## src/hw/kms_pkg.sv

```systemverilog
package kms_pkg;
  localparam int NUM_ROWS = 5;
  localparam int NUM_COLS = 6;
  localparam int ROW_WORD_W = 40;
  localparam int REPORT_KEYS = 6;
  localparam int CLK_FREQ_HZ = 50000000;
  localparam int RELEASE_HOLDOFF = 6;
  localparam int SETTLE_NS = 20000;
  localparam int SETTLE_CYC = SETTLE_NS / 20;
  localparam int REPEAT_PERIOD_MS = 200;
  localparam int STUCK_TIMEOUT_S = 60;
  localparam int TS_W = 40;
  localparam int ADDR_W = 4;
  localparam logic [ADDR_W-1:0] CTRL_OFS = 4'h0;
  localparam logic [ADDR_W-1:0] STATUS_OFS = 4'h1;
  localparam logic [ADDR_W-1:0] RPT_CNT_OFS = 4'h2;
  localparam logic [ADDR_W-1:0] RPT_LIST_OFS = 4'h3;
  localparam logic [ADDR_W-1:0] MAP_ADDR_OFS = 4'h4;
  localparam logic [ADDR_W-1:0] MAP_DATA_OFS = 4'h5;
  localparam logic [ADDR_W-1:0] SCAN_GO_OFS = 4'h6;
  localparam int CTRL_DELIVER_BIT = 0;
  localparam int CTRL_RPT_EN_BIT = 1;
  localparam int CTRL_STUCK_EN_BIT = 2;
  localparam int CTRL_FAST_BIT = 3;
  localparam logic [3:0] CTRL_RESET = 4'h1;
  typedef struct packed {
    logic [2:0] count;
    logic [REPORT_KEYS*8-1:0] codes;
  } kms_report_type;
  typedef enum logic [4:0] {
    ST_IDLE = 5'b0_0001,
    ST_FULL = 5'b0_0010,
    ST_ROW = 5'b0_0100,
    ST_FILT = 5'b0_1000,
    ST_MAP = 5'b1_0000
  } kms_state_type;
endpackage

```

## src/hw/kms_scanner.sv

```systemverilog
`timescale 1ns/10ps
// How it works
// - Full scan drives all rows, records column hits
// - No column hit past the holdoff ends scan at once
// - Full scan waits 20us settle before sampling
// - Row scanning stops at the sixth clean full scan
// - Press found: drive one row at a time
// - Row scan samples only flagged columns
// - Wait 20us per row, store that row's sample at settle end
// - One state word per row, bit per column
// - Accept matrix stable twice and changed
// - Fast wake scan skips debounce filtering
// - Buffered entry released only when delivery set
// - Auto-repeat off by default, enable bit
// - Held repeat key re-reports every period
// - Stuck handling off by default, enable bit
// - Unchanged held state past timeout: deep sleep
// - Keep per-row jammed flags during filtering
// - Timestamp each update showing a press
// - Stuck sleep switches jammed rows' wake to low
// - Report count and first six codes
module kms_scanner #(
  parameter int REPEAT_CYC = kms_pkg::REPEAT_PERIOD_MS * (kms_pkg::CLK_FREQ_HZ / 1000),
  parameter longint STUCK_CYC = longint'(kms_pkg::STUCK_TIMEOUT_S) * kms_pkg::CLK_FREQ_HZ
) (
  input wire logic clk_i,
  input wire logic rst_b_i,
  input wire logic [kms_pkg::ADDR_W-1:0] addr_i,
  input wire logic [31:0] wdata_i,
  input wire logic wr_i,
  input wire logic rd_i,
  output logic [31:0] rdata_o,
  input wire logic [kms_pkg::NUM_COLS-1:0] col_i,
  output logic [kms_pkg::NUM_ROWS-1:0] row_o,
  output logic [kms_pkg::NUM_ROWS-1:0] row_oe_o,
  output logic update_o,
  output kms_pkg::kms_report_type key_report_o,
  output logic deep_sleep_o,
  output logic [kms_pkg::NUM_ROWS-1:0] wake_low_o
);
  localparam int NR = kms_pkg::NUM_ROWS;
  localparam int NC = kms_pkg::NUM_COLS;
  localparam int NK = NR * NC;
  typedef logic [kms_pkg::ROW_WORD_W-1:0] row_word_type;

  ////////////////////////////////////////////////////////////////////////////
  // Registers and column synchroniser
  logic [NC-1:0] col_s1_r, col_s2_r;
  logic [3:0] ctrl_r;
  logic [2:0] rpt_cnt_r;
  logic [7:0] rpt_list_r [8];
  logic [7:0] key_code_map [NK];
  logic [4:0] map_addr_r;
  kms_pkg::kms_state_type state_r;
  logic [15:0] settle_r;
  logic [2:0] row_idx_r;
  logic [NC-1:0] col_hit_r;
  logic [2:0] release_cnt_r;
  row_word_type pressed_matrix_r [NR];
  row_word_type prev_matrix_r [NR];
  row_word_type accepted_r [NR];
  logic [NR-1:0] jammed_row_flags_r;
  logic [NK-1:0] flat_r;
  logic pend_r;
  logic [4:0] map_idx_r;
  kms_pkg::kms_report_type rep_r;
  logic [31:0] rpt_timer_r;
  logic [kms_pkg::TS_W-1:0] now_r, last_press_timestamp_r;
  logic [31:0] rdata_r;
  logic upd_r, sleep_r;
  logic [NR-1:0] row_r, wake_low_r;
  logic scan_go_r;

  always_ff @(posedge clk_i) begin
    col_s1_r <= col_i;
    col_s2_r <= col_s1_r;
  end

  // Host writes; key map is loaded through an address/data pair
  wire wr_ctrl = wr_i && (addr_i == kms_pkg::CTRL_OFS);
  wire wr_go = wr_i && (addr_i == kms_pkg::SCAN_GO_OFS);
  always_ff @(posedge clk_i) begin
    if (!rst_b_i) begin
      ctrl_r <= kms_pkg::CTRL_RESET;
      rpt_cnt_r <= 3'h0;
      map_addr_r <= 5'h0_0;
    end else begin
      if (wr_ctrl) ctrl_r <= wdata_i[3:0];
      if (wr_i && addr_i == kms_pkg::RPT_CNT_OFS) rpt_cnt_r <= wdata_i[2:0];
      if (wr_i && addr_i == kms_pkg::RPT_LIST_OFS) rpt_list_r[wdata_i[10:8]] <= wdata_i[7:0];
      if (wr_i && addr_i == kms_pkg::MAP_ADDR_OFS) map_addr_r <= wdata_i[4:0];
      if (wr_i && addr_i == kms_pkg::MAP_DATA_OFS) key_code_map[map_addr_r] <= wdata_i[7:0];
    end
  end
  wire deliver = ctrl_r[kms_pkg::CTRL_DELIVER_BIT];
  wire rpt_en = ctrl_r[kms_pkg::CTRL_RPT_EN_BIT];
  wire stuck_en = ctrl_r[kms_pkg::CTRL_STUCK_EN_BIT];
  wire fast = ctrl_r[kms_pkg::CTRL_FAST_BIT];

  // Read mux; status shows state, pending entry and jam flags
  wire [31:0] status_w = {11'h000, jammed_row_flags_r, col_hit_r, sleep_r, pend_r,
    3'h0, state_r};
  always_ff @(posedge clk_i) begin
    if (!rst_b_i) rdata_r <= 32'h0000_0000;
    else if (rd_i) begin
      case (addr_i)
        kms_pkg::CTRL_OFS: rdata_r <= {28'h000_0000, ctrl_r};
        kms_pkg::STATUS_OFS: rdata_r <= status_w;
        kms_pkg::RPT_CNT_OFS: rdata_r <= {29'h0000_0000, rpt_cnt_r};
        default: rdata_r <= 32'h0000_0000;
      endcase
    end else rdata_r <= 32'h0000_0000;
  end

  ////////////////////////////////////////////////////////////////////////////
  // Scan sequencer
  wire settled = (settle_r == 16'(kms_pkg::SETTLE_CYC - 1));
  wire [NC-1:0] col_act = col_s2_r; // Drive level high means pressed
  wire [NC-1:0] row_sample = col_act & col_hit_r;
  logic equal_prev, equal_acc, any_set;
  always_comb begin
    equal_prev = 1'b1;
    equal_acc = 1'b1;
    any_set = 1'b0;
    for (int r = 0; r < NR; r++) begin
      if (pressed_matrix_r[r] != prev_matrix_r[r]) equal_prev = 1'b0;
      if (pressed_matrix_r[r] != accepted_r[r]) equal_acc = 1'b0;
      if (pressed_matrix_r[r] != '0) any_set = 1'b1;
    end
  end
  // Fast wake bypasses the two-scan agreement
  wire accept = (fast || equal_prev) && !equal_acc;

  always_ff @(posedge clk_i) begin
    if (!rst_b_i) begin
      state_r <= kms_pkg::ST_IDLE;
      settle_r <= 16'h0000;
      row_idx_r <= 3'h0;
      col_hit_r <= '0;
      // Start saturated: no earlier press to hold off, so an idle scan ends at once
      release_cnt_r <= 3'(kms_pkg::RELEASE_HOLDOFF);
      row_r <= '0;
      scan_go_r <= 1'b0;
      for (int r = 0; r < NR; r++) begin
        pressed_matrix_r[r] <= '0;
        prev_matrix_r[r] <= '0;
        accepted_r[r] <= '0;
      end
      pend_r <= 1'b0;
      flat_r <= '0;
    end else begin
      scan_go_r <= wr_go;
      case (state_r)
        kms_pkg::ST_IDLE: begin
          if (scan_go_r) begin
            row_r <= '1;
            settle_r <= 16'h0000;
            state_r <= kms_pkg::ST_FULL;
          end
        end
        kms_pkg::ST_FULL: begin
          settle_r <= settle_r + 16'h0001;
          if (settled) begin
            col_hit_r <= col_act;
            row_r <= '0;
            if (col_act != '0) release_cnt_r <= 3'h0;
            else if (release_cnt_r != 3'(kms_pkg::RELEASE_HOLDOFF)) begin
              release_cnt_r <= release_cnt_r + 3'h1;
            end
            if (col_act == '0 &&
                release_cnt_r >= 3'(kms_pkg::RELEASE_HOLDOFF - 1)) begin
              state_r <= kms_pkg::ST_IDLE;
              for (int r = 0; r < NR; r++) pressed_matrix_r[r] <= '0;
            end else begin
              row_idx_r <= 3'h0;
              settle_r <= 16'h0000;
              row_r <= 5'h01;
              state_r <= kms_pkg::ST_ROW;
            end
          end
        end
        kms_pkg::ST_ROW: begin
          settle_r <= settle_r + 16'h0001;
          if (settled) begin
            pressed_matrix_r[row_idx_r] <= row_word_type'(row_sample);
            settle_r <= 16'h0000;
            if (row_idx_r == 3'(NR - 1)) begin
              row_r <= '0;
              state_r <= kms_pkg::ST_FILT;
            end else begin
              row_idx_r <= row_idx_r + 3'h1;
              row_r <= row_r << 1;
            end
          end
        end
        kms_pkg::ST_FILT: begin
          for (int r = 0; r < NR; r++) prev_matrix_r[r] <= pressed_matrix_r[r];
          if (accept) begin
            for (int r = 0; r < NR; r++) begin
              accepted_r[r] <= pressed_matrix_r[r];
              flat_r[r*NC +: NC] <= pressed_matrix_r[r][NC-1:0];
            end
            pend_r <= 1'b1;
          end
          state_r <= kms_pkg::ST_IDLE;
        end
        default: state_r <= kms_pkg::ST_IDLE;
      endcase
      if (state_r == kms_pkg::ST_MAP || (pend_r && deliver && state_r != kms_pkg::ST_FILT)) begin
        pend_r <= 1'b0;
      end
    end
  end

  ////////////////////////////////////////////////////////////////////////////
  // Report builder: walks flat matrix, maps up to six codes
  logic mapping_r;
  function automatic logic is_repeat(input logic [7:0] code, input logic [2:0] n,
                                     input logic [63:0] lst);
    logic hit;
    hit = 1'b0;
    for (int i = 0; i < 8; i++) begin
      if (3'(i) < n && lst[i*8 +: 8] == code) hit = 1'b1;
    end
    return hit;
  endfunction
  logic [63:0] rpt_flat;
  always_comb begin
    for (int i = 0; i < 8; i++) rpt_flat[i*8 +: 8] = rpt_list_r[i];
  end
  logic rpt_held_r;
  always_ff @(posedge clk_i) begin
    if (!rst_b_i) begin
      mapping_r <= 1'b0;
      map_idx_r <= 5'h0_0;
      rep_r <= '0;
      upd_r <= 1'b0;
      rpt_held_r <= 1'b0;
      rpt_timer_r <= 32'h0000_0000;
    end else begin
      upd_r <= 1'b0;
      if (!mapping_r && pend_r && deliver) begin
        mapping_r <= 1'b1;
        map_idx_r <= 5'h0_0;
        rep_r.count <= 3'h0;
        rpt_held_r <= 1'b0;
      end else if (mapping_r) begin
        if (flat_r[map_idx_r] && rep_r.count != 3'(kms_pkg::REPORT_KEYS)) begin
          rep_r.codes[rep_r.count*8 +: 8] <= key_code_map[map_idx_r];
          rep_r.count <= rep_r.count + 3'h1;
          if (is_repeat(key_code_map[map_idx_r], rpt_cnt_r, rpt_flat)) rpt_held_r <= 1'b1;
        end
        if (map_idx_r == 5'(NK - 1)) begin
          mapping_r <= 1'b0;
          upd_r <= 1'b1;
          rpt_timer_r <= 32'h0000_0000;
        end else map_idx_r <= map_idx_r + 5'h01;
      end else if (rpt_en && rpt_held_r) begin
        rpt_timer_r <= rpt_timer_r + 32'h0000_0001;
        if (rpt_timer_r == 32'(REPEAT_CYC - 1)) begin
          rpt_timer_r <= 32'h0000_0000;
          upd_r <= 1'b1;
        end
      end
    end
  end

  ////////////////////////////////////////////////////////////////////////////
  // Stuck-key timer and wake polarity
  always_ff @(posedge clk_i) begin
    if (!rst_b_i) begin
      now_r <= '0;
      last_press_timestamp_r <= '0;
      jammed_row_flags_r <= '0;
      sleep_r <= 1'b0;
      wake_low_r <= '0;
    end else begin
      now_r <= now_r + 40'h00_0000_0001;
      if (upd_r && rep_r.count != 3'h0) last_press_timestamp_r <= now_r;
      if (state_r == kms_pkg::ST_FILT) begin
        for (int r = 0; r < NR; r++) begin
          jammed_row_flags_r[r] <= equal_acc && pressed_matrix_r[r] != '0;
        end
      end
      if (stuck_en && !sleep_r && rep_r.count != 3'h0 && any_set &&
          (now_r - last_press_timestamp_r) > 40'(STUCK_CYC)) begin
        sleep_r <= 1'b1;
        wake_low_r <= jammed_row_flags_r;
      end else if (sleep_r && !any_set) begin
        sleep_r <= 1'b0;
        wake_low_r <= '0;
      end
    end
  end

  assign rdata_o = rdata_r;
  assign row_o = row_r;
  assign row_oe_o = row_r;
  assign update_o = upd_r;
  assign key_report_o = rep_r;
  assign deep_sleep_o = sleep_r;
  assign wake_low_o = wake_low_r;

  ////////////////////////////////////////////////////////////////////////////
  // Checks
  property p_one_row;
    @(posedge clk_i) disable iff (!rst_b_i)
      state_r == kms_pkg::ST_ROW |-> $onehot(row_r);
  endproperty
  a_one_row: assert property (p_one_row) else $error("more than one row driven");
  property p_full_all;
    @(posedge clk_i) disable iff (!rst_b_i)
      state_r == kms_pkg::ST_FULL |-> row_r == '1;
  endproperty
  a_full_all: assert property (p_full_all) else $error("full scan not all rows");
  property p_no_rpt;
    @(posedge clk_i) disable iff (!rst_b_i)
      !$past(rpt_en) |-> rpt_timer_r == $past(rpt_timer_r) || rpt_timer_r == 32'h0000_0000;
  endproperty
  a_no_rpt: assert property (p_no_rpt) else $error("repeat timer ran disabled");
  property p_no_sleep;
    @(posedge clk_i) disable iff (!rst_b_i)
      !$past(stuck_en) && !$past(sleep_r) |-> !sleep_r;
  endproperty
  a_no_sleep: assert property (p_no_sleep) else $error("sleep while disabled");
  property p_cap6;
    @(posedge clk_i) disable iff (!rst_b_i)
      rep_r.count <= 3'(kms_pkg::REPORT_KEYS);
  endproperty
  a_cap6: assert property (p_cap6) else $error("report count above six");
  property p_hold;
    @(posedge clk_i) disable iff (!rst_b_i)
      !deliver && !mapping_r |=> !mapping_r;
  endproperty
  a_hold: assert property (p_hold) else $error("entry released while held");
  property p_settle;
    @(posedge clk_i) disable iff (!rst_b_i)
      $rose(state_r == kms_pkg::ST_FULL) |-> state_r == kms_pkg::ST_FULL [*8];
  endproperty
  a_settle: assert property (p_settle) else $error("full scan left early");
  property p_wake;
    @(posedge clk_i) disable iff (!rst_b_i)
      $rose(sleep_r) |-> wake_low_r == $past(jammed_row_flags_r);
  endproperty
  a_wake: assert property (p_wake) else $error("wake polarity not switched");
endmodule

```

## config.mk

```make
export PLATFORM = sky130hd
export DESIGN_NAME = kms_scanner
export DESIGN_NICKNAME = d
export VERILOG_FILES = /design/src/hw/kms_pkg.sv /design/src/hw/kms_scanner.sv
export SDC_FILE = /design/constraint.sdc
export NUM_CORES = 1
export LEC_CHECK = 0
export BUFFER_PORTS_ARGS = -buffer_cell sky130_fd_sc_hd__buf_2
export CORE_ASPECT_RATIO = 1.1
export CORE_MARGIN = 5
export CORE_UTILIZATION = 45
export DETAILED_ROUTE_END_ITERATION = 16
export GPL_TIMING_DRIVEN = 0
export HOLD_SLACK_MARGIN = 0.03
export PLACE_DENSITY = 0.64
export SYNTH_ARGS = -nofsm -noshare
export SYNTH_HDL_FRONTEND = slang
export SYNTH_SLANG_ARGS = --single-unit
```

## constraint.sdc

```tcl
create_clock -name clk_i -period 5.1 [get_ports clk_i]
set_input_delay 1.02 -clock clk_i [delete_from_list [all_inputs] [get_ports clk_i]]
set_output_delay 1.02 -clock clk_i [all_outputs]
set_load 0.05 [all_outputs]
```

# Yosys cells after proc, flatten, opt, wreduce, memory -nomap -nowiden
# Memories as Yosys holds them, arrays and structs flattened. A register that Yosys moved wholly into a read port is not among the register bits.
# Index checks and enable logic that the tools add are counted.
[op_classes] n_addsub=9 reduce_logical=69 mul=0 mux=113 n_shift=2 div_mod_pow=0 bitwise_logic=19 order_cmp=11 eq_ne=43
[ops] cell="two-way mux 40 bit" n=10
[ops] cell="inequality test 40 bit" n=10
[ops] cell="nonzero test 40 bit" n=5
[ops] cell="two-way mux 32 bit" n=4
[ops] cell="equality test 8 bit" n=8
[ops] cell="two-way mux 16 bit" n=4
[ops] cell="one-hot mux 21 bit (3 select lines)" n=1
[ops] cell="two-way mux 1 bit" n=62
[ops] cell="two-way mux 5 bit" n=12
[ops] cell="bitwise mux 48 bit" n=1
[ops] cell="one-hot mux 16 bit (3 select lines)" n=1
[ops] cell="variable shift 8 x 34 -> 48 bit (first input constant)" n=1
[ops] cell="variable part select 8 x 34 -> 48 bit" n=1
[ops] cell="adder 40 x 1 -> 40 bit (second input constant)" n=1
[ops] cell="greater-than comparator 40 x 32 -> 1 bit (second input constant)" n=1
[ops] cell="subtractor 40 bit" n=1
[ops] cell="two-way mux 6 bit" n=6
[ops] cell="negation 6 -> 34 bit" n=1
[ops] cell="logical AND 1 bit" n=33
[ops] cell="adder 32 x 1 -> 32 bit (second input constant)" n=1
[ops] cell="equality test 32 x 24 -> 1 bit (second input constant)" n=1
[ops] cell="one-hot mux 5 bit (3 select lines)" n=2
[ops] cell="two-way mux 3 bit" n=8
[ops] cell="adder 16 x 1 -> 16 bit (second input constant)" n=1
[ops] cell="39 further kinds" n=90
[totals] wordCells=298 mem_count=5 mem_bits_ro=0 latchBits=0 ramBits=734 out_inout_bits=100 inputBits=46 register_bits=308
[memory_table] memory="key_code_map" words=30 word_bits=8 rd=1 rd_clocked_by_memory_dff=1 wr=1 line="kms_scanner.sv:52" text="logic [7:0] key_code_map [NK];"
[memory_table] memory="accepted_r" words=5 word_bits=40 rd=5 rd_clocked_by_memory_dff=0 wr=5 line="kms_scanner.sv:61" text="row_word_type accepted_r [NR];"
[memory_table] memory="prev_matrix_r" words=5 word_bits=40 rd=5 rd_clocked_by_memory_dff=0 wr=5 line="kms_scanner.sv:60" text="row_word_type prev_matrix_r [NR];"
[memory_table] memory="rpt_list_r" words=8 word_bits=8 rd=8 rd_clocked_by_memory_dff=0 wr=1 line="kms_scanner.sv:51" text="logic [7:0] rpt_list_r [8];"
[memory_table] memory="pressed_matrix_r" words=5 word_bits=6 rd=5 rd_clocked_by_memory_dff=0 wr=5 line="kms_scanner.sv:59" text="row_word_type pressed_matrix_r [NR];"

# Longest topological paths before layout
# Gate-level depths: netlist (run 1).
# An unclocked memory read counts as a cell.
[depth] depth_word=16 depth_mapped=15 depth_no_buf=15

# Worst setup path before layout (run 1)
# OpenSTA, ideal clock, no wires.
[synth_timing] path_type="register to register" start="reg now_r[0] (netlist bit)" end="reg wake_low_r[0], in the netlist wake_low_o[0]" path_slack_ns=1.772 path_stages_with_launch=16 required_time_ns=4.983 path_buffers=0 synth_period_minus_slack_ns=3.328 arrival_time_ns=3.211 setup_ns=0.117 path_cell_list="dfxtp_1 -> inv_1 -> ha_1 -> inv_1 -> fa_1 -> a21oi_1 -> o211ai_2 -> a311oi_2 -> nor4_1 -> a211oi_2 -> xnor2_1 -> a2111oi_0 -> nand4_1 -> o31a_1 -> o21a_4 -> a22o_1"
[synth_between] elab_chain_len=4 elab_cells_between_ends=5 classes_between="add/sub: 1; order compare: 1; mux: 1; reduce/logical: 2"
[synth_lines] element="from (decl)" line="kms_scanner.sv:68" text="logic [kms_pkg::TS_W-1:0] now_r, last_press_timestamp_r;"
[synth_lines] element="from (signal assigned)" line="kms_scanner.sv:278" text="now_r <= now_r + 40'h00_0000_0001;"
[synth_lines] element="subtractor 40 bit (*)" line="kms_scanner.sv:286" text="(now_r - last_press_timestamp_r) > 40'(STUCK_CYC)) begin"
[synth_lines] element="greater-than comparator 40 x 32 -> 1 bit (*)" line="kms_scanner.sv:286"
[synth_lines] element="logical AND 1 bit (*)" line="kms_scanner.sv:285" text="if (stuck_en && !sleep_r && rep_r.count != 3'h0 && any_set &&"
[synth_lines] element="two-way mux 5 bit / nonzero test 2 bit (equally long branches)"
[synth_lines] element="to (signal assigned)" line="kms_scanner.sv:288" text="wake_low_r <= jammed_row_flags_r;"
[synth_lines] element="to (decl)" line="kms_scanner.sv:71" text="logic [NR-1:0] row_r, wake_low_r;"
# Every way passes the cells marked *; elsewhere a longest branch is shown, timed or not.
# A chain may end at the register's enable or synchronous reset.

==> results.toml, run 1 <==
[run_status]
outcome = "completed"

[yosys]
synth_area_per_cell_um2 = 11.9
synth_warnings = 0
yosys.area.top_type = "edfxtp_1"
synth.area.top_cells = "edfxtp_1 (38%), dfxtp_1 (19%), mux4_2 (5.9%)"
synth_seq_cells = 683
ys.flop_type = "edfxtp_1"
synth_async_sr_flop_share = 0
synth_cell_types = 92
netlist_area_um2 = 30800
netlist_instances = 2576
yosysTopAreaCellShare = 0.377
synth_enable_flop_cells = 386
seq_area_frac_synth = 0.570

[cells_and_area]
finish.instance_area_um2 = 35000
fin_util = 0.518
seq_area_um2 = 17500
fin_cells = 3755
drive_above_1_share = 0.141
multiInputGateArea_um2 = 12300
final_cell_mix = "edfxtp_1 (386), dfxtp_1 (297), nand2_1 (252)"
final_common_cell = "edfxtp_1"
area_growth_pct = 13.9
fin_nets = 2877
fill_cells = 5785

[power_and_ir_drop]
peakVddDrop_uv = 356
p_per_area_nw_per_um2 = 337
leakage_nw = 13.1

[worst_setup_path]
crit_path_start_kind = "flip-flop"
cpMostUsedCell = "mux4_2"
crit_type = "reg2reg"
worst_ep_required_time_ns = 5.56
crit_path_top_delay_cell = "buf_1"
critPathMaxStageDelay_ns = 0.79
crit_fanout = 10
endpoint_kind = "flip-flop"
crit_family = "buffers and inverters"
crit_buf_inv = 3
crit_path_cell_trace = "clkbuf_1, buf_1, mux4_2, mux4_2, mux2i_4, buf_4, xnor2_1, nor4_1, nand2_1, o2111ai_1, a221oi_1, nor3_2"
cp.arrival_ns = 4.64

[sta]
period_minus_slack_ns = 4.18
skew_ns = 0.0249
rsz0062_at_grt = "false"
tns_ns = 0
finalHoldViolations = 0
fin_crit_sh = 0.819
tightest_slew_ns = 1.38
slew_headroom = 0.0740
setup_slack_ns = 0.922
drv_slew = 0
fmax_mhz = 239
finalSetupViolCount = 0

[floorplan]
fp.dieArea_um2 = 73700
num_rows = 100
ios = 146
core_area_um2 = 67700
initial_core_util = 0.454
die_h_um = 284
die_w_um = 259

[global_routing]
grt_overflow = 0
grt_use_total = 0.203
grt_pass1_vias = 20600
grt_max_degree = 41
grt_pass1_wl_um = 118000
antenna_found_initial = 4

[place]
dp_cells = 3616
port_buffers = 107
dpl-instance-area_um2 = 32500
dp_hpwl_um = 54400
place_ws_ns = 0.891
routabilityCongestion = 0.907

[detailed_routing]
detail_route.wirelength_um = 76200
final_antenna_net_count = 0
drt_first_pass_iters = 5
drcViolationCount = 0
wire_per_inst_um = 20.3
num_vias = 20600
drt_iter0_drc = 1569
viasPerCell = 5.49

[clocking]
cts-resized-gates = 0
clock-sinks = 683
holdBufCountCts = 0
cts_htree_levels = 3
cts_max_path_buffers = 3
ctsRootBufferMaster = "clkbuf_16"
cts_setup_buffers = 0
cts_tree = "yes"
insertion_delay_ns = 0.61
cts.clk_slew.worst_paths_ns = 0.06
cts_made_buffers = 74

[run]
max_cap_violations = 0

[worst_hold_path]
hp-class = "reg2reg"
## through the flow
stage,hold WS [ns],power (mW)
6_report,0.309,11.8
5_1_grt,0.326,12.2
4_1_cts,0.308,11.9
3_5_place_dp,0.312,6.38
3_3_place_gp,0.315,6.37
2_1_floorplan,0.310,6.24
## area by class of cell
| type | instances | share of cell area |
|---|---|---|
| inverter | 75 | 0.00804 |
| antenna | 2 | 0.000143 |
| multi-input combinational | 1702 | 0.351 |
| buffer | 130 | 0.0201 |
| sequential | 683 | 0.501 |
| timing repair buffer | 108 | 0.0155 |
| clock buffer | 94 | 0.0580 |
| clock inverter | 43 | 0.0142 |
| tap | 918 | 0.0328 |
## report_power, final
part,internal (mW),switching (mW),total [mW]
combinational,0.128,0.248,0.375
clock,3.34,2.21,5.54
sequential,5.85,0.0444,5.89
## registers in the layout, indices dropped and copies added (netlist names), 16 cells and up, named ones only
name,flops
pressed_matrix_r,30
settle_r,16
now_r,40
rpt_timer_r,32
flat_r,30
prev_matrix_r,30
rpt_list_r,56
last_press_timestamp_r,40
accepted_r,30
rdata_o,17
key_report_o,51
key_code_map,240
## kinds of logic (layout without fill, tap and decap cells)
logic type	Yosys count	count (layout)	share of synthesized area
AND/OR/NAND/NOR	914	914	0.148
buffers and inverters	205	450	0.0321
multiplexers	141	141	0.0823
AO/OA/AOI/OAI	357	357	0.0814
other	1	17	0.000122
XOR/XNOR	218	218	0.0621
flip-flops	683	683	0.570
adder cells (fa/ha/maj)	57	57	0.0234
## metal layers
layer	wire length (um)	global-route usage	up-vias	share of wire
met1	32600	0.270	10200	0.43
met5	19	0	-	0.00025
met2	37400	0.348	607	0.49
li1	-	-	9695	-
met4	1750	0.0536	2	0.023
met3	4460	0.0324	134	0.059
## worst paths after layout
check / cells after the start / slack (ns) / endpoint / start
worst max-delay path: 12 / 0.92 / rpt_held_r / flip-flop
worst min-delay path: 0 / 0.31 / col_act[4] / col_s1_r[4]
worst max register to register: 12 / 0.92 / rpt_held_r / flip-flop
worst min register to register: 0 / 0.31 / col_act[4] / col_s1_r[4]
## cell usage after synthesis, types with 5 or more instances
cell / n
edfxtp_1: 386
dfxtp_1: 297
nand2_1: 252
nor2_1: 209
xnor2_1: 142
mux4_2: 80
and3_1: 76
xor2_1: 76
a21oi_1: 75
inv_1: 75
clkbuf_1: 73
o21ai_0: 60
nand3_1: 59
a21boi_0: 58
nor2b_1: 57
ha_1: 56
and2_1: 55
nand4_1: 48
mux2i_1: 42
a21o_1: 39
nor3_1: 35
nor4_1: 35
buf_4: 31
nand2b_1: 24
o211a_1: 22
or3_1: 13
buf_6: 12
o211ai_1: 12
a211oi_1: 10
a22o_1: 10
and4_1: 10
mux2_2: 10
nor4b_1: 10
buf_2: 8
mux2i_4: 8
o21a_1: 7
a31oi_1: 6
buf_1: 6
nand3b_1: 5
(Power assumes the default switching activity.)
==> inputs of run 2 (changes only) <==
==> constraint.sdc (replaced) <==
create_clock -name clk_i -period 4.3 [get_ports clk_i]
set_input_delay 0.86 -clock clk_i [delete_from_list [all_inputs] [get_ports clk_i]]
set_output_delay 0.86 -clock clk_i [all_outputs]
set_load 0.05 [all_outputs]
==> run 2 against run 1 <==
  * Final area is essentially flat
  * Wire length is essentially flat
  * Combinational power grew 19%
  * Clock-buffer cell count stayed put
  * Non-clock buffer count unchanged
  * Global-route usage did not move
  * Register-to-register slack lost 0.66 ns
  * Cell count stayed put
  * First-iteration DRC count rose by 0.32%
==> results.toml, run 2 (same netlist as run 1, synthesis figures left out) <==
[run_status]
outcome = "completed"

[clocking]
cts_htree_levels = 3
insertion_delay_ns = 0.61
cts_max_path_buffers = 3
cts_made_buffers = 74
cts.clk_slew.worst_paths_ns = 0.06
ctsRootBufferMaster = "clkbuf_16"
clock-sinks = 683
cts_tree = "yes"
holdBufCountCts = 0

[sta]
finalHoldViolations = 0
slew_headroom = 0.0748
period_minus_slack_ns = 4.04
finalSetupViolCount = 0
drv_slew = 0
tns_ns = 0
fmax_mhz = 248
setup_slack_ns = 0.261
tightest_slew_ns = 1.38
rsz0062_at_grt = "false"
skew_ns = 0.0246
fin_crit_sh = 0.939

[floorplan]
core_area_um2 = 67700
fp.dieArea_um2 = 73700
die_h_um = 284
num_rows = 100
die_w_um = 259
ios = 146
initial_core_util = 0.454

[cells_and_area]
final_common_cell = "edfxtp_1"
top_register = "key_code_map"
fin_nets = 2877
finish.instance_area_um2 = 35000
fin_cells = 3755
fill_cells = 5785
final_cell_mix = "edfxtp_1 (386), dfxtp_1 (297), nand2_1 (252)"
area_growth_pct = 13.9
drive_above_1_share = 0.142
largest_reg_flops = 240

[power_and_ir_drop]
leakage_nw = 13.1
p_per_area_nw_per_um2 = 400
peakVddDrop_uv = 428

[place]
port_buffers = 107
place_ws_ns = 0.0908
routabilityCongestion = 0.907
dpl-instance-area_um2 = 32500
dp_cells = 3616
dp_hpwl_um = 54400

[worst_setup_path]
crit_fanout = 5
cp.arrival_ns = 4.54
crit_type = "reg2reg"
crit_path_start_kind = "flip-flop"
endpoint_kind = "flip-flop"
r2r_cells = 15
worst_ep_required_time_ns = 4.80

[worst_hold_path]
holdPathStages = 0
hp-class = "reg2reg"

[detailed_routing]
num_vias = 20600
final_antenna_net_count = 0
drt_first_pass_iters = 6
drcViolationCount = 0
wire_per_inst_um = 20.3
drt_iter0_drc = 1574
viasPerCell = 5.49
detail_route.wirelength_um = 76100

[global_routing]
grt_pass1_vias = 20600
antenna_found_initial = 4
use_met3 = 0.0324
grt_overflow = 0
met1_usage = 0.270
grt_pass1_wl_um = 118000
grt.busiest_layer = "met2"
grt_use_total = 0.203
grt_util_met2 = 0.348
grt_max_degree = 41

[run]
max_cap_violations = 0
[run 2: changes by cell type in the layout (fill, tap and decap cells not counted), sizes merged]
cell | before | now
buf | 165 | 162
clkbuf | 167 | 170
[run 2: worst paths after layout]
path | to | slack (ns) | startpoint
setup reg to reg | wake_low_o[2] | 0.26 | now_r[0]
hold / removal | col_act[4] | 0.31 | col_s1_r[4]
hold reg to reg | col_act[4] | 0.31 | col_s1_r[4]
setup / recovery | wake_low_o[2] | 0.26 | now_r[0]
[run 2: worst max-delay path, stage by stage, from the launching register on]
cell       delay, ns
dfxtp_1         0.36
inv_1           0.08
ha_1            0.16
inv_1           0.05
fa_1            0.42
a21oi_1         0.28
o211ai_2        0.21
a311oi_2        0.49
nor4_1          0.12
a211oi_2        0.27
xnor2_1         0.09
a2111oi_0       0.34
nand4_1         0.16
o31a_1          0.37
o21a_4          0.27
a22o_1          0.23
[run 2: per-stage QoR]
| step | total power, mW | util | hold WS, ns |
|---|---|---|---|
| finish | 14.0 | 0.518 | 0.309 |
| detailed placement | 7.57 | 0.480 | 0.312 |
| global route | 14.5 | 0.518 | 0.326 |
| floorplan | 7.40 | - | 0.310 |
| global placement | 7.56 | 0.480 | 0.315 |
| CTS | 14.1 | 0.518 | 0.308 |
[run 2: metal layers]
metal	wire length (um)	vias up	part of all wire
li1	-	9696	-
met3	4560	132	0.060
met4	1740	2	0.023
met2	37400	593	0.49
met1	32400	10200	0.43
met5	19	-	0.00025
[run 2: layout make-up]
| cell class | instances | area, um^2 | area share |
|---|---|---|---|
| antenna | 2 | 5.00 | 0.000143 |
| sequential | 683 | 17500 | 0.500 |
| clock inverter | 43 | 497 | 0.0142 |
| clock buffer | 94 | 2030 | 0.0580 |
| multi-input combinational | 1702 | 12300 | 0.351 |
| tap | 918 | 1150 | 0.0328 |
| buffer | 130 | 709 | 0.0202 |
| inverter | 75 | 282 | 0.00803 |
| timing repair buffer | 108 | 543 | 0.0155 |
[run 2: what timing repair did]
item                                    CTS  global route
endpoints found under the setup margin    0             1
hold endpoints to repair                  0             0
gates resized for setup                   0             7
setup buffers                             0             0
[run 2: where the power goes]
group	internal (mW)	switching (mW)
logic	0.151	0.294
clock network	3.96	2.62
registers	6.94	0.0527
